===== config.mk =====
export PLATFORM = sky130hd
export DESIGN_NAME = host_port_ctrl
export DESIGN_NICKNAME = d
export VERILOG_FILES = /design/src/verilog/host_port_pkg.sv /design/src/verilog/host_port_ctrl.sv
export SDC_FILE = /design/constraint.sdc
export NUM_CORES = 1
export LEC_CHECK = 0
export ABC_CLOCK_PERIOD_IN_PS = 3500
export BUFFER_PORTS_ARGS = -buffer_cell sky130_fd_sc_hd__buf_2
export CORE_ASPECT_RATIO = 1.1
export CORE_UTILIZATION = 52
export CTS_CLUSTER_DIAMETER = 150
export DETAILED_ROUTE_END_ITERATION = 16
export GPL_TIMING_DRIVEN = 0
export PLACE_DENSITY_LB_ADDON = 0.05
export SLEW_MARGIN = 20
export SYNTH_ARGS = -nofsm -noshare
export SYNTH_HDL_FRONTEND = slang
export SYNTH_SLANG_ARGS = --single-unit

===== constraint.sdc =====
create_clock -name REF_CLK -period 3.5 [get_ports REF_CLK]
set_input_delay 0.7 -clock REF_CLK [delete_from_list [all_inputs] [get_ports REF_CLK]]
set_output_delay 0.7 -clock REF_CLK [all_outputs]
set_load 0.05 [all_outputs]

===== src/verilog/host_port_pkg.sv =====
// Shared constants and carriers for the DSP-side host port control/status block.
// Assumes a single core clock domain and core-side register access.
package host_port_pkg;

	// ----------------------------------------
	// Register map (core data-space word addresses)
	// ----------------------------------------
	localparam logic [15:0] CTRL_ADDR    = 16'hFFC2;
	localparam logic [15:0] STATUS_ADDR  = 16'hFFC3;
	localparam logic [15:0] PORTCTL_ADDR = 16'hFFC4;
	localparam logic [15:0] RXW_ADDR     = 16'hFFC6;
	localparam logic [15:0] TXW_ADDR     = 16'hFFC7;

	// ----------------------------------------
	// Field positions and reset values
	// ----------------------------------------
	localparam int RX_IE_BIT  = 0;
	localparam int TX_IE_BIT  = 1;
	localparam int CMD_IE_BIT = 2;
	localparam int FLAG_LO    = 3;
	localparam int PORT_EN_BIT = 6;
	localparam int PORT_CNT_BITS = 7;
	localparam logic [15:0] CTRL_RESET    = 16'h0000;
	localparam logic [15:0] STATUS_RESET  = 16'h0002;
	localparam logic [15:0] PORTCTL_RESET = 16'h0000;

	// Interrupt source selected for presentation
	typedef enum logic [1:0] {IRQ_NONE, IRQ_CMD, IRQ_TX, IRQ_RX} irq_src_e;

	// Host-side event group, already synchronised by the host bank
	typedef struct packed {
		logic       rx_load;   // Host word moved into receive word
		logic [15:0] rx_data;
		logic       tx_take;   // Transmit word moved to host receive pair
		logic       init;      // Host initialize function
		logic       cmd_set;
		logic       cmd_clr;
		logic [1:0] host_flags;
	} host_evt_s;

endpackage : host_port_pkg

===== src/verilog/host_port_ctrl.sv =====
// DSP-side control and status logic of the byte-wide host port.
// Assumes host-bank events arrive on REF_CLK; host pins are outside.
// Operation
// - Reset disables port, pins go GPIO
// - Registers reachable only by the core
// - Separate single-register receive and transmit words
// - Control register 5 bits, resets zero
// - Receive request when enable and full
// - Transmit request when enable and empty
// - Command request when enable and pending
// - Command vector comes from host register
// - Priority: command, transmit, then receive
// - Core flags mirrored to host status
// - Status resets with only empty set
// - Full sets when host word loads
// - Full clears on receive read, reset
// - Host initialize clears receive full
// - Empty sets on take, clears on write
// - Host initialize sets transmit empty
// - Pending mirrors command bit, clears serviced
// - Host clearing command bit clears pending
// - Status shows host flags, reset zero
// - Status reserved bits read zero
// - Port inactive while enable bit clear
`timescale 1ns/1ns
`default_nettype none

module host_port_ctrl #(
	parameter int VEC_W = 7
) (
	// Clock, reset, enable
	input  wire logic                   REF_CLK,
	input  wire logic                   SYS_RST,
	input  wire logic                   CLK_EN,
	input  wire logic                   SOFT_RST,
	// Core register port
	input  wire logic [15:0]            CORE_ADDR,
	input  wire logic                   CORE_RD,
	input  wire logic                   CORE_WR,
	input  wire logic [15:0]            CORE_WDATA,
	output logic      [15:0]            CORE_RDATA,
	// Host-bank side
	input  wire host_port_pkg::host_evt_s HOST_EVT,
	input  wire logic [VEC_W-1:0]       HOST_VECTOR,
	output logic      [15:0]            TX_WORD,
	output logic                        TX_FULL,
	output logic      [1:0]             CORE_FLAGS,
	output logic                        CMD_CLEAR,
	// Port mode
	output logic                        PORT_ACTIVE,
	output logic      [6:0]             PORT_CTL,
	// Interrupts to core
	input  wire logic                   IRQ_ACK,
	output logic                        IRQ_REQ,
	output host_port_pkg::irq_src_e     IRQ_SRC,
	output logic      [VEC_W-1:0]       IRQ_VECTOR
);

	// ----------------------------------------
	// State
	// ----------------------------------------
	logic [4:0]        ctrl_q;
	logic [6:0]        portctl_q;
	logic [15:0]       rxw_q, txw_q;
	logic              full_q, empty_q, pend_q, txfull_q;
	logic [1:0]        hflag_q;
	logic [15:0]       rdata_q;
	logic              irq_q, cmdclr_q;
	host_port_pkg::irq_src_e src_q;
	logic [VEC_W-1:0]  vec_q;

	// ----------------------------------------
	// Address match, shared by write decode, read mux and checks
	// ----------------------------------------
	function automatic logic addr_is(input logic [15:0] addr, input logic [15:0] target);
		addr_is = (addr == target);
	endfunction : addr_is

	// Access decode; bus only reaches core, no host path exists
	wire any_rst  = SYS_RST | SOFT_RST;
	wire wr_ctrl  = CORE_WR & addr_is(CORE_ADDR, host_port_pkg::CTRL_ADDR);
	wire wr_port  = CORE_WR & addr_is(CORE_ADDR, host_port_pkg::PORTCTL_ADDR);
	wire wr_tx    = CORE_WR & addr_is(CORE_ADDR, host_port_pkg::TXW_ADDR);
	wire rd_rx    = CORE_RD & addr_is(CORE_ADDR, host_port_pkg::RXW_ADDR);
	wire active   = portctl_q[host_port_pkg::PORT_EN_BIT];

	// Request levels
	wire rx_lvl  = ctrl_q[host_port_pkg::RX_IE_BIT] & full_q & active;
	wire tx_lvl  = ctrl_q[host_port_pkg::TX_IE_BIT] & empty_q & active;
	wire cmd_lvl = ctrl_q[host_port_pkg::CMD_IE_BIT] & pend_q & active;
	wire cmd_svc = IRQ_ACK & irq_q & (src_q == host_port_pkg::IRQ_CMD);

	// Fixed priority selection
	wire host_port_pkg::irq_src_e src_d =
		cmd_lvl ? host_port_pkg::IRQ_CMD :
		tx_lvl  ? host_port_pkg::IRQ_TX  :
		rx_lvl  ? host_port_pkg::IRQ_RX  : host_port_pkg::IRQ_NONE;

	// Status view, upper bits zero
	wire [15:0] status_w = {11'h000, hflag_q, pend_q, empty_q, full_q};

	// Read mux; unmapped addresses read zero
	wire [15:0] rdata_d =
		addr_is(CORE_ADDR, host_port_pkg::CTRL_ADDR)    ? {11'h000, ctrl_q} :
		addr_is(CORE_ADDR, host_port_pkg::STATUS_ADDR)  ? status_w :
		addr_is(CORE_ADDR, host_port_pkg::PORTCTL_ADDR) ? {9'h000, portctl_q} :
		addr_is(CORE_ADDR, host_port_pkg::RXW_ADDR)     ? rxw_q : 16'h0000;

	// ----------------------------------------
	// Control and port registers
	// ----------------------------------------
	always_ff @(posedge REF_CLK)
	begin
		if (any_rst)
		begin
			ctrl_q    <= host_port_pkg::CTRL_RESET[4:0];
			portctl_q <= host_port_pkg::PORTCTL_RESET[6:0];
		end
		else if (CLK_EN)
		begin
			if (wr_ctrl)
				ctrl_q <= CORE_WDATA[4:0];
			if (wr_port)
				portctl_q <= CORE_WDATA[6:0];
		end
	end

	// Data words: one per direction, so both sides proceed
	always_ff @(posedge REF_CLK)
	begin
		if (any_rst)
		begin
			rxw_q <= 16'h0000;
			txw_q <= 16'h0000;
		end
		else if (CLK_EN)
		begin
			if (HOST_EVT.rx_load & active)
				rxw_q <= HOST_EVT.rx_data;
			if (wr_tx)
				txw_q <= CORE_WDATA;
		end
	end

	// Status flags; a set in the same cycle as a clear wins
	always_ff @(posedge REF_CLK)
	begin
		if (any_rst)
		begin
			full_q  <= host_port_pkg::STATUS_RESET[0];
			empty_q <= host_port_pkg::STATUS_RESET[1];
			txfull_q <= ~host_port_pkg::STATUS_RESET[1];
			pend_q  <= host_port_pkg::STATUS_RESET[2];
			hflag_q <= host_port_pkg::STATUS_RESET[4:3];
		end
		else if (CLK_EN)
		begin
			if (HOST_EVT.rx_load & active)
				full_q <= 1'b1;
			else if (rd_rx | HOST_EVT.init)
				full_q <= 1'b0;
			if ((HOST_EVT.tx_take & active) | HOST_EVT.init)
			begin
				empty_q  <= 1'b1;
				txfull_q <= 1'b0;
			end
			else if (wr_tx)
			begin
				empty_q  <= 1'b0;
				txfull_q <= 1'b1;
			end
			if (HOST_EVT.cmd_set & active)
				pend_q <= 1'b1;
			else if (cmd_svc | HOST_EVT.cmd_clr)
				pend_q <= 1'b0;
			hflag_q <= HOST_EVT.host_flags;
		end
	end

	// Registered outputs; requests follow levels one cycle late
	always_ff @(posedge REF_CLK)
	begin
		if (any_rst)
		begin
			rdata_q  <= 16'h0000;
			irq_q    <= 1'b0;
			src_q    <= host_port_pkg::IRQ_NONE;
			vec_q    <= '0;
			cmdclr_q <= 1'b0;
		end
		else if (CLK_EN)
		begin
			rdata_q  <= rdata_d;
			irq_q    <= (src_d != host_port_pkg::IRQ_NONE);
			src_q    <= src_d;
			vec_q    <= HOST_VECTOR;
			cmdclr_q <= cmd_svc;
		end
	end

	// Output drive
	assign CORE_RDATA = rdata_q;
	assign TX_WORD    = txw_q;
	assign TX_FULL    = txfull_q; // Own flop, so the pin has no inverter
	assign CORE_FLAGS = ctrl_q[host_port_pkg::FLAG_LO +: 2];
	assign CMD_CLEAR  = cmdclr_q;
	assign PORT_ACTIVE = portctl_q[host_port_pkg::PORT_EN_BIT];
	assign PORT_CTL   = portctl_q;
	assign IRQ_REQ    = irq_q;
	assign IRQ_SRC    = src_q;
	assign IRQ_VECTOR = vec_q;

	// ----------------------------------------
	// Checks
	// ----------------------------------------
	// Request selection; soft reset clears every request, so it gates too
	chk_rx_request: assert property (@(posedge REF_CLK) disable iff (SYS_RST || SOFT_RST)
		CLK_EN && rx_lvl && !cmd_lvl && !tx_lvl |=> IRQ_SRC == host_port_pkg::IRQ_RX)
		else $error("receive request not raised");

	chk_tx_request: assert property (@(posedge REF_CLK) disable iff (SYS_RST || SOFT_RST)
		CLK_EN && tx_lvl && !cmd_lvl |=> IRQ_SRC == host_port_pkg::IRQ_TX)
		else $error("transmit request not raised");

	chk_cmd_prio: assert property (@(posedge REF_CLK) disable iff (SYS_RST || SOFT_RST)
		CLK_EN && cmd_lvl |=> IRQ_REQ && IRQ_SRC == host_port_pkg::IRQ_CMD)
		else $error("command not top priority");

	chk_rx_masked: assert property (@(posedge REF_CLK) disable iff (SYS_RST || SOFT_RST)
		CLK_EN && !ctrl_q[host_port_pkg::RX_IE_BIT] && !tx_lvl && !cmd_lvl |=> !IRQ_REQ)
		else $error("receive request while disabled");

	chk_tx_over_rx: assert property (@(posedge REF_CLK) disable iff (SYS_RST || SOFT_RST)
		CLK_EN && tx_lvl && rx_lvl && !cmd_lvl |=> IRQ_SRC == host_port_pkg::IRQ_TX)
		else $error("transmit not above receive");

	chk_req_level: assert property (@(posedge REF_CLK) disable iff (SYS_RST || SOFT_RST)
		CLK_EN && !rx_lvl && !tx_lvl && !cmd_lvl |=> !IRQ_REQ)
		else $error("request without active source");

	chk_req_raised: assert property (@(posedge REF_CLK) disable iff (SYS_RST || SOFT_RST)
		CLK_EN && (rx_lvl || tx_lvl || cmd_lvl) |=> IRQ_REQ)
		else $error("request missing for active source");

	chk_no_irq_off: assert property (@(posedge REF_CLK) disable iff (SYS_RST || SOFT_RST)
		CLK_EN && !active |=> !IRQ_REQ)
		else $error("request while port inactive");

	chk_cmd_vector: assert property (@(posedge REF_CLK) disable iff (SYS_RST || SOFT_RST)
		CLK_EN |=> IRQ_VECTOR == $past(HOST_VECTOR))
		else $error("command vector not taken from host");

	// Receive side; a host load in the same cycle beats any clear
	chk_full_set: assert property (@(posedge REF_CLK) disable iff (SYS_RST || SOFT_RST)
		CLK_EN && HOST_EVT.rx_load && active |=> full_q && rxw_q == $past(HOST_EVT.rx_data))
		else $error("receive full not set");

	chk_full_clear: assert property (@(posedge REF_CLK) disable iff (SYS_RST || SOFT_RST)
		CLK_EN && rd_rx && !HOST_EVT.rx_load |=> !full_q)
		else $error("receive full not cleared");

	chk_init_flags: assert property (@(posedge REF_CLK) disable iff (SYS_RST || SOFT_RST)
		CLK_EN && HOST_EVT.init && !HOST_EVT.rx_load |=> empty_q && !full_q)
		else $error("initialize did not reset flags");

	// Transmit side; the pin copy is a separate flop and must track
	chk_tx_load: assert property (@(posedge REF_CLK) disable iff (SYS_RST || SOFT_RST)
		CLK_EN && wr_tx |=> TX_WORD == $past(CORE_WDATA))
		else $error("transmit word not loaded");

	chk_empty_clear: assert property (@(posedge REF_CLK) disable iff (SYS_RST || SOFT_RST)
		CLK_EN && wr_tx && !HOST_EVT.tx_take && !HOST_EVT.init |=> TX_FULL)
		else $error("transmit empty not cleared");

	chk_empty_set: assert property (@(posedge REF_CLK) disable iff (SYS_RST || SOFT_RST)
		CLK_EN && ((HOST_EVT.tx_take && active) || HOST_EVT.init) |=> !TX_FULL)
		else $error("transmit empty not set");

	chk_full_mirror: assert property (@(posedge REF_CLK) disable iff (SYS_RST || SOFT_RST)
		TX_FULL != empty_q)
		else $error("transmit full pin disagrees with flag");

	// Command handshake
	chk_pend_set: assert property (@(posedge REF_CLK) disable iff (SYS_RST || SOFT_RST)
		CLK_EN && HOST_EVT.cmd_set && active |=> pend_q)
		else $error("pending not set");

	chk_cmd_service: assert property (@(posedge REF_CLK) disable iff (SYS_RST || SOFT_RST)
		CLK_EN && cmd_svc && !HOST_EVT.cmd_set |=> !pend_q && CMD_CLEAR)
		else $error("serviced command not cleared");

	chk_pend_clear: assert property (@(posedge REF_CLK) disable iff (SYS_RST || SOFT_RST)
		CLK_EN && HOST_EVT.cmd_clr && !HOST_EVT.cmd_set |=> !pend_q)
		else $error("pending not cleared");

	// Register view
	chk_ctrl_reserved: assert property (@(posedge REF_CLK) disable iff (SYS_RST || SOFT_RST)
		CLK_EN && addr_is(CORE_ADDR, host_port_pkg::CTRL_ADDR) |=> CORE_RDATA[15:5] == 11'h000)
		else $error("control reserved bits not zero");

	chk_status_reserved: assert property (@(posedge REF_CLK) disable iff (SYS_RST || SOFT_RST)
		CLK_EN && addr_is(CORE_ADDR, host_port_pkg::STATUS_ADDR) |=> CORE_RDATA[15:5] == 11'h000)
		else $error("status reserved bits not zero");

	chk_flag_mirror: assert property (@(posedge REF_CLK) disable iff (SYS_RST || SOFT_RST)
		CLK_EN && wr_ctrl |=> CORE_FLAGS == $past(CORE_WDATA[4:3]))
		else $error("core flags not mirrored");

	chk_host_flags: assert property (@(posedge REF_CLK) disable iff (SYS_RST || SOFT_RST)
		CLK_EN |=> hflag_q == $past(HOST_EVT.host_flags))
		else $error("host flags not reflected");

	// Reset and freeze; a frozen cycle must hold every register, so an event in it is dropped
	chk_reset_state: assert property (@(posedge REF_CLK)
		SYS_RST |=> status_w == host_port_pkg::STATUS_RESET && !PORT_ACTIVE)
		else $error("reset values wrong");

	chk_soft_reset: assert property (@(posedge REF_CLK) disable iff (SYS_RST)
		SOFT_RST |=> !PORT_ACTIVE && PORT_CTL == 7'h00 && status_w == host_port_pkg::STATUS_RESET)
		else $error("software reset left port active");

	chk_freeze_ctrl: assert property (@(posedge REF_CLK) disable iff (SYS_RST || SOFT_RST)
		!CLK_EN |=> $stable(ctrl_q) && $stable(portctl_q))
		else $error("control changed while frozen");

	chk_freeze_words: assert property (@(posedge REF_CLK) disable iff (SYS_RST || SOFT_RST)
		!CLK_EN |=> $stable(rxw_q) && $stable(txw_q) && $stable(status_w))
		else $error("data or status changed while frozen");

	// Main scenarios
	cov_cmd_irq:  cover property (@(posedge REF_CLK) IRQ_REQ && IRQ_SRC == host_port_pkg::IRQ_CMD);
	cov_rx_then_read: cover property (@(posedge REF_CLK) full_q ##[1:20] rd_rx);
	cov_tx_cycle: cover property (@(posedge REF_CLK) wr_tx ##[1:20] HOST_EVT.tx_take);
	cov_prio_clash: cover property (@(posedge REF_CLK) cmd_lvl && tx_lvl && rx_lvl);
	cov_freeze:   cover property (@(posedge REF_CLK) !CLK_EN ##1 CLK_EN);

endmodule : host_port_ctrl

`default_nettype wire


==> impl_metrics.tcl, run 1 <==
set metrics [dict create \
    cts_tree "done" \
    fmax_mhz 401 \
    start_kind "primary input" \
    reg2reg_slack_ps 1540 \
    setup_viol 0 \
    clock_path_buffers 2 \
    cap_violations 0 \
    drtIter0Drc 160 \
    io_pins 123 \
    worstPathCellList "buf_2 > or3b_1 > or4_4 > buf_6 > nor4_4 > mux2i_1 > nor2_1" \
    finalHoldViolCount 0 \
    power_density_nw_per_um2 414 \
    ctsRootBufferMaster "clkbuf_8" \
    ir_drop_uv 379 \
    grt_pass1_wl_um 11300 \
    cp.arrival_ps 2720 \
    period_share_pct 71.3 \
    leakagePower_uw 0.00185 \
    final_core_util_pct 69.4 \
    n_antenna_cell 0 \
    port_buffers 122 \
    rsz0062_at_grt "no" \
    yosys_warnings 0 \
    area_growth_syn_to_layout_pct 29.2 \
    seqCellArea_um2 1540 \
    cts_made_buffers 9 \
    async_flop_share_pct 0 \
    insertion_delay_ps 350 \
    worst_slew_pin_slew_ps 705 \
    synth_area_leader_cell "dfxtp_1" \
    layout-drive-gt1-share_pct 30.7 \
    grt_use_total_pct 24.6 \
    synth_compound_area_share_pct 10.6 \
    synth_top_family_by_area "simple AND/OR/NAND/NOR gates" \
    die-area_um2 6240 \
    n_fill_cell 528 \
    finalNetCount 546 \
    cts_hold_buf 0 \
    worstPathMaxFanout 8 \
    synth_top_flop_cell "dfxtp_1" \
    wl_per_cell_um 13.5 \
    floorplan.initialDensity_pct 53.8 \
    finalCriticalPeriod_ps 2490 \
    routabilityCongestion 0.841 \
    synth_common_cells "dfxtp_1 (77), nor2_1 (51), nand2_1 (44), mux2i_1 (41), a21oi_1 (33)" \
    htreeDepth 3 \
    die_y_um 82.7 \
    dp_hpwl_um 5540 \
    maxSlewHeadroom_pct 52.8 \
    postSynthCellCount 344 \
    multiInputGateArea_um2 1420 \
    yosysSeqAreaShare_pct 50.0 \
    yosys.cell_count.top_type "dfxtp_1" \
    critPathKind "in -> reg" \
    synth.avg_cell_area_um2 8.96 \
    first_global_vias 2453 \
    syn_nets 413 \
    synthMuxAreaShare_pct 14.4 \
    grt_overflow 0 \
    cts_resized 0 \
    cp_slowest_stage_delay_ps 550 \
    status "finished clean" \
    synth_top_cell_area_share_pct 50.0 \
    synth_area_leaders "dfxtp_1 (50%), mux2i_1 (13%), nor2_1 (6.2%)" \
    ant_nets 0 \
    yosys.area_share.simple_pct 21.2 \
    first_pass_iters 4 \
    ys_ff_latch 77 \
    synth.distinct_cells 32 \
    skew_ps 11.8 \
    antenna_found_initial 0 \
    clkSinkCount 77 \
    cts_setup_buffers 0 \
    pre_cts_slack_ps 649 \
    tns_ps 0 \
    slowest_stage "nor4_4" \
    synth_adder_area_share_pct 0 \
    required_ps 3730 \
    clk_pin_slew_ps 90 \
    cp-end-kind "flip-flop" \
    synth_xor_area_share_pct 0 \
    report.final.slew_viol_count 0 \
    hold_path.class "reg -> reg" \
    rows 29 \
    wl_um 7560 \
    finalWorstSetupSlack_ps 1010 \
    vias 2814 \
    synth_edf_count 0 \
    vias_per_cell 5.03 \
    drc 0 \
    fp.dieW_um 75.4 \
    core_um2 5730 \
    syn-cell-area_um2 3080 \
    grt_max_degree 14 \
]
-- where the power goes --
group / leakage, uW / internal, uW / switching [uW]
registers: 0.000621 / 879 / 1.67
logic: 0.00115 / 45.0 / 63.9
clock network: 0.0000858 / 331 / 328
total: 0.00185 / 1250 / 393
-- worst paths after layout --
check,from,endpoint,cells after the start
min reg2reg,rxw_q[8],rxw_q[8],2
max,CORE_ADDR[5],PORT_CTL[0],7
max reg2reg,PORT_CTL[6],rxw_q[7],6
min,rxw_q[8],rxw_q[8],2
-- cell type report --
type                    count  area share, %
flip-flops and latches     77           38.7
multi-input cells         241           35.8
repair buffers            122           15.3
clock buffers              11           3.30
plain buffers              24           2.73
well taps                  77           2.42
clock inverters             5           1.54
inverters                   2          0.189
-- metrics by stage --
| step | total power (uW) | instances | hold WS (ps) | cell area, um2 |
|---|---|---|---|---|
| after CTS | 1650 | 559 | 460 | 3980 |
| after detailed placement | 1010 | 543 | 448 | 3790 |
| after global placement | 1010 | 543 | 442 | 3790 |
| after floorplan | 951 | 344 | 433 | 3080 |
| after global routing | 1700 | 559 | 475 | 3980 |
| final | 1650 | 559 | 460 | 3980 |
-- cell families (layout without fill, tap and decap cells) --
group                  Yosys count  in the layout
buffers and inverters           26            164
multiplexers                    44             44
flip-flops                      77             77
AND/OR/NAND/NOR                140            140
AO/OA/AOI/OAI                   57             57
-- placed cells by master (no fill, tap or decap) --
| cell | instances |
|---|---|
| o21a_1 | 1 |
| clkbuf_8 | 9 |
| a32oi_1 | 4 |
| a21oi_1 | 33 |
| buf_4 | 3 |
| a22oi_1 | 1 |
| or4b_2 | 1 |
| clkinv_4 | 1 |
| clkinvlp_4 | 3 |
| or4_4 | 1 |
| dfxtp_1 | 77 |
| nor3_2 | 1 |
| bufinv_16 | 1 |
| nor2_1 | 51 |
| buf_2 | 122 |
| or2_2 | 1 |
| nand2b_1 | 8 |
| o31ai_1 | 4 |
| mux2i_1 | 41 |
| inv_1 | 2 |
| and3_1 | 2 |
| nor3_1 | 1 |
| nand3_1 | 12 |
| nand4_1 | 4 |
| o21ai_0 | 10 |
| a21boi_0 | 1 |
| a22o_1 | 1 |
| a311oi_1 | 1 |
| nor2b_1 | 12 |
| nor4_4 | 1 |
| a21o_1 | 1 |
| mux2_2 | 3 |
| nand2_1 | 44 |
| clkbuf_1 | 18 |
| buf_6 | 1 |
| or3b_1 | 1 |
| buf_1 | 4 |
-- metal layers --
metal | GRT usage [%] | wire length [um]
met3 | 5.34 | 463
met4 | 9.63 | 108
met5 | 0 | 0
met1 | 30.9 | 3400
met2 | 41.0 | 3590
-- sequential cells by signal (all words and copies together) (netlist names), 2 cells and up --
register and count:
CORE_RDATA 16, hflag_q 2, rxw_q 16, TX_WORD 16
ctrl_q 5, IRQ_SRC 2, IRQ_VECTOR 7, PORT_CTL 7
-- critical path: cells and delay by family --
| family | cells | cell delay [ps] |
|---|---|---|
| multiplexers | 1 | 260 |
| buffers and inverters | 2 | 250 |
| AND/OR/NAND/NOR | 4 | 1510 |
No activity file was read; power rests on OpenSTA's default activity.
==> run 2: changes to the inputs <==
--- a/config.mk
+++ b/config.mk
@@ -5,10 +5,10 @@
 export SDC_FILE = /design/constraint.sdc
 export NUM_CORES = 1
 export LEC_CHECK = 0
-export ABC_CLOCK_PERIOD_IN_PS = 3500
+export ABC_CLOCK_PERIOD_IN_PS = 2100
 export BUFFER_PORTS_ARGS = -buffer_cell sky130_fd_sc_hd__buf_2
 export CORE_ASPECT_RATIO = 1.1
-export CORE_UTILIZATION = 52
+export CORE_UTILIZATION = 43
 export CTS_CLUSTER_DIAMETER = 150
 export DETAILED_ROUTE_END_ITERATION = 16
 export GPL_TIMING_DRIVEN = 0
==> constraint.sdc (replaced) <==
create_clock -name REF_CLK -period 2.1 [get_ports REF_CLK]
set_input_delay 0.42 -clock REF_CLK [delete_from_list [all_inputs] [get_ports REF_CLK]]
set_output_delay 0.42 -clock REF_CLK [all_outputs]
set_load 0.05 [all_outputs]
==> run 2 against run 1 <==
Compared with the run above: clock power is 76% higher; wire length grew 5.3%; cell count grew 1.3%; utilization is 12 points lower; setup slack got worse by 880 ps; register-to-register slack got worse by 1200 ps; critical path type unchanged; critical endpoint is now PORT_CTL[1]; largest cell class unchanged; largest power group unchanged.
==> impl_metrics.tcl, run 2 (synthesis results as in run 1) <==
set metrics [dict create \
    hold_path.class "in -> reg" \
    final_core_util_pct 57.9 \
    power_switching_uw 624 \
    final_common_cell "buf_2" \
    critPathKind "in -> reg" \
    io_pins 123 \
    die_y_um 90.8 \
    required_ps 2300 \
    drtIter0Drc 139 \
    p_int_uw 2190 \
    maxSlewHeadroom_pct 50.9 \
    wl_um 7960 \
    first_pass_iters 4 \
    floorplan.initialDensity_pct 44.2 \
    cts_made_buffers 9 \
    area_growth_syn_to_layout_pct 30.8 \
    cp.arrival_ps 2180 \
    setup_viol 0 \
    start_kind "primary input" \
    power_frac_seq_pct 52.1 \
    grt_max_degree 13 \
    fp.dieW_um 82.7 \
    p_comb_share_pct 6.6 \
    htreeDepth 3 \
    core_um2 6970 \
    p_clk_share_pct 41.4 \
    layout_common_cells "buf_2 (122), dfxtp_1 (77), nor2_1 (51)" \
    antenna_found_initial 0 \
    grt_use_total_pct 22.1 \
    vias_per_cell 5.09 \
    die-area_um2 7510 \
    ir_drop_uv 391 \
    n_antenna_cell 0 \
    clk_pin_slew_ps 70 \
    cts_hold_buf 0 \
    clkSinkCount 77 \
    cp-end-kind "flip-flop" \
    layout-drive-gt1-share_pct 31.6 \
    cts_tree "done" \
    report.final.slew_viol_count 0 \
    rsz0062_at_grt "no" \
    grt_pass1_wl_um 12500 \
    finalWorstSetupSlack_ps 121 \
    first_global_vias 2658 \
    ctsRootBufferMaster "clkbuf_8" \
    clock_path_buffers 2 \
    pre_cts_slack_ps -401 \
    rows 32 \
    fmax_mhz 505 \
    power_density_nw_per_um2 699 \
    finalNetCount 547 \
    worst_slew_pin_slew_ps 736 \
    skew_ps 6.64 \
    p_sw_share_pct 22.2 \
    vias 2879 \
    insertion_delay_ps 330 \
    port_buffers 122 \
    finalHoldViolCount 0 \
    routabilityCongestion 0.795 \
    dp_hpwl_um 5960 \
    finalCriticalPeriod_ps 1980 \
    leakagePower_uw 0.00189 \
    drc 0 \
    ant_nets 0 \
    cap_violations 0 \
    status "finished clean" \
    wl_per_cell_um 14.1 \
    period_share_pct 94.2 \
    worstPathMaxFanout 8 \
    grt_overflow 0 \
]
run 2: power groups by stage:
stage               clock network, uW  logic [uW]  registers, uW
global placement                    0         182           1500
floorplan                           0        69.1           1520
global route                     1240         203           1470
finish                           1160         185           1470
detailed placement                  0         185           1500
CTS                              1190         185           1470
run 2: area by class of cell:
cell class,instances,area [um2]
clock buffer,9,124
fill,675,2940
multi-input combinational,241,1430
buffer,24,111
clock inverter,5,77.6
sequential,77,1540
timing repair buffer,123,631
tap,85,106
inverter,2,7.51
run 2: metrics by stage:
step | setup TNS [ps] | cells | instance area (um2) | total power, uW | hold slack [ps]
after floorplan | -413 | 344 | 3080 | 1590 | 433
after global placement | -7020 | 551 | 3800 | 1680 | 445
after detailed placement | -7780 | 551 | 3800 | 1690 | 443
after CTS | 0 | 566 | 4020 | 2840 | 309
after global routing | 0 | 566 | 4030 | 2910 | 308
final | 0 | 566 | 4030 | 2820 | 316
run 2: worst max-delay path, stage by stage:
cell     delay (ps)
buf_2           100
or3b_4          390
or4_4           430
buf_6           160
nor4_4          260
buf_12          170
mux2i_1         180
nor2_1           60
run 2: worst paths after layout:
| kind | start | endpoint | slack (ps) | cells past startpoint |
|---|---|---|---|---|
| worst min-delay path | HOST_EVT[14] | rxw_q[8] | 320 | 3 |
| worst max-delay path | CORE_ADDR[5] | PORT_CTL[1] | 120 | 8 |
| worst min register to register | rxw_q[8] | rxw_q[8] | 460 | 2 |
| worst max register to register | PORT_CTL[6] | rxw_q[12] | 360 | 6 |
run 2: layer usage:
layer	wire (um)	global-route usage, %	up-vias
met1	3490	27.5	1347
met3	555	5.05	7
li1	-	-	1432
met2	3850	37.2	93
met5	0	0	-
met4	65	6.03	0
run 2: repair_timing:
action / CTS / global route
pin swaps: 1 / 0
setup endpoints to repair: 7 / 10
buffers inserted: 1 / 0
gates resized for setup: 0 / 4
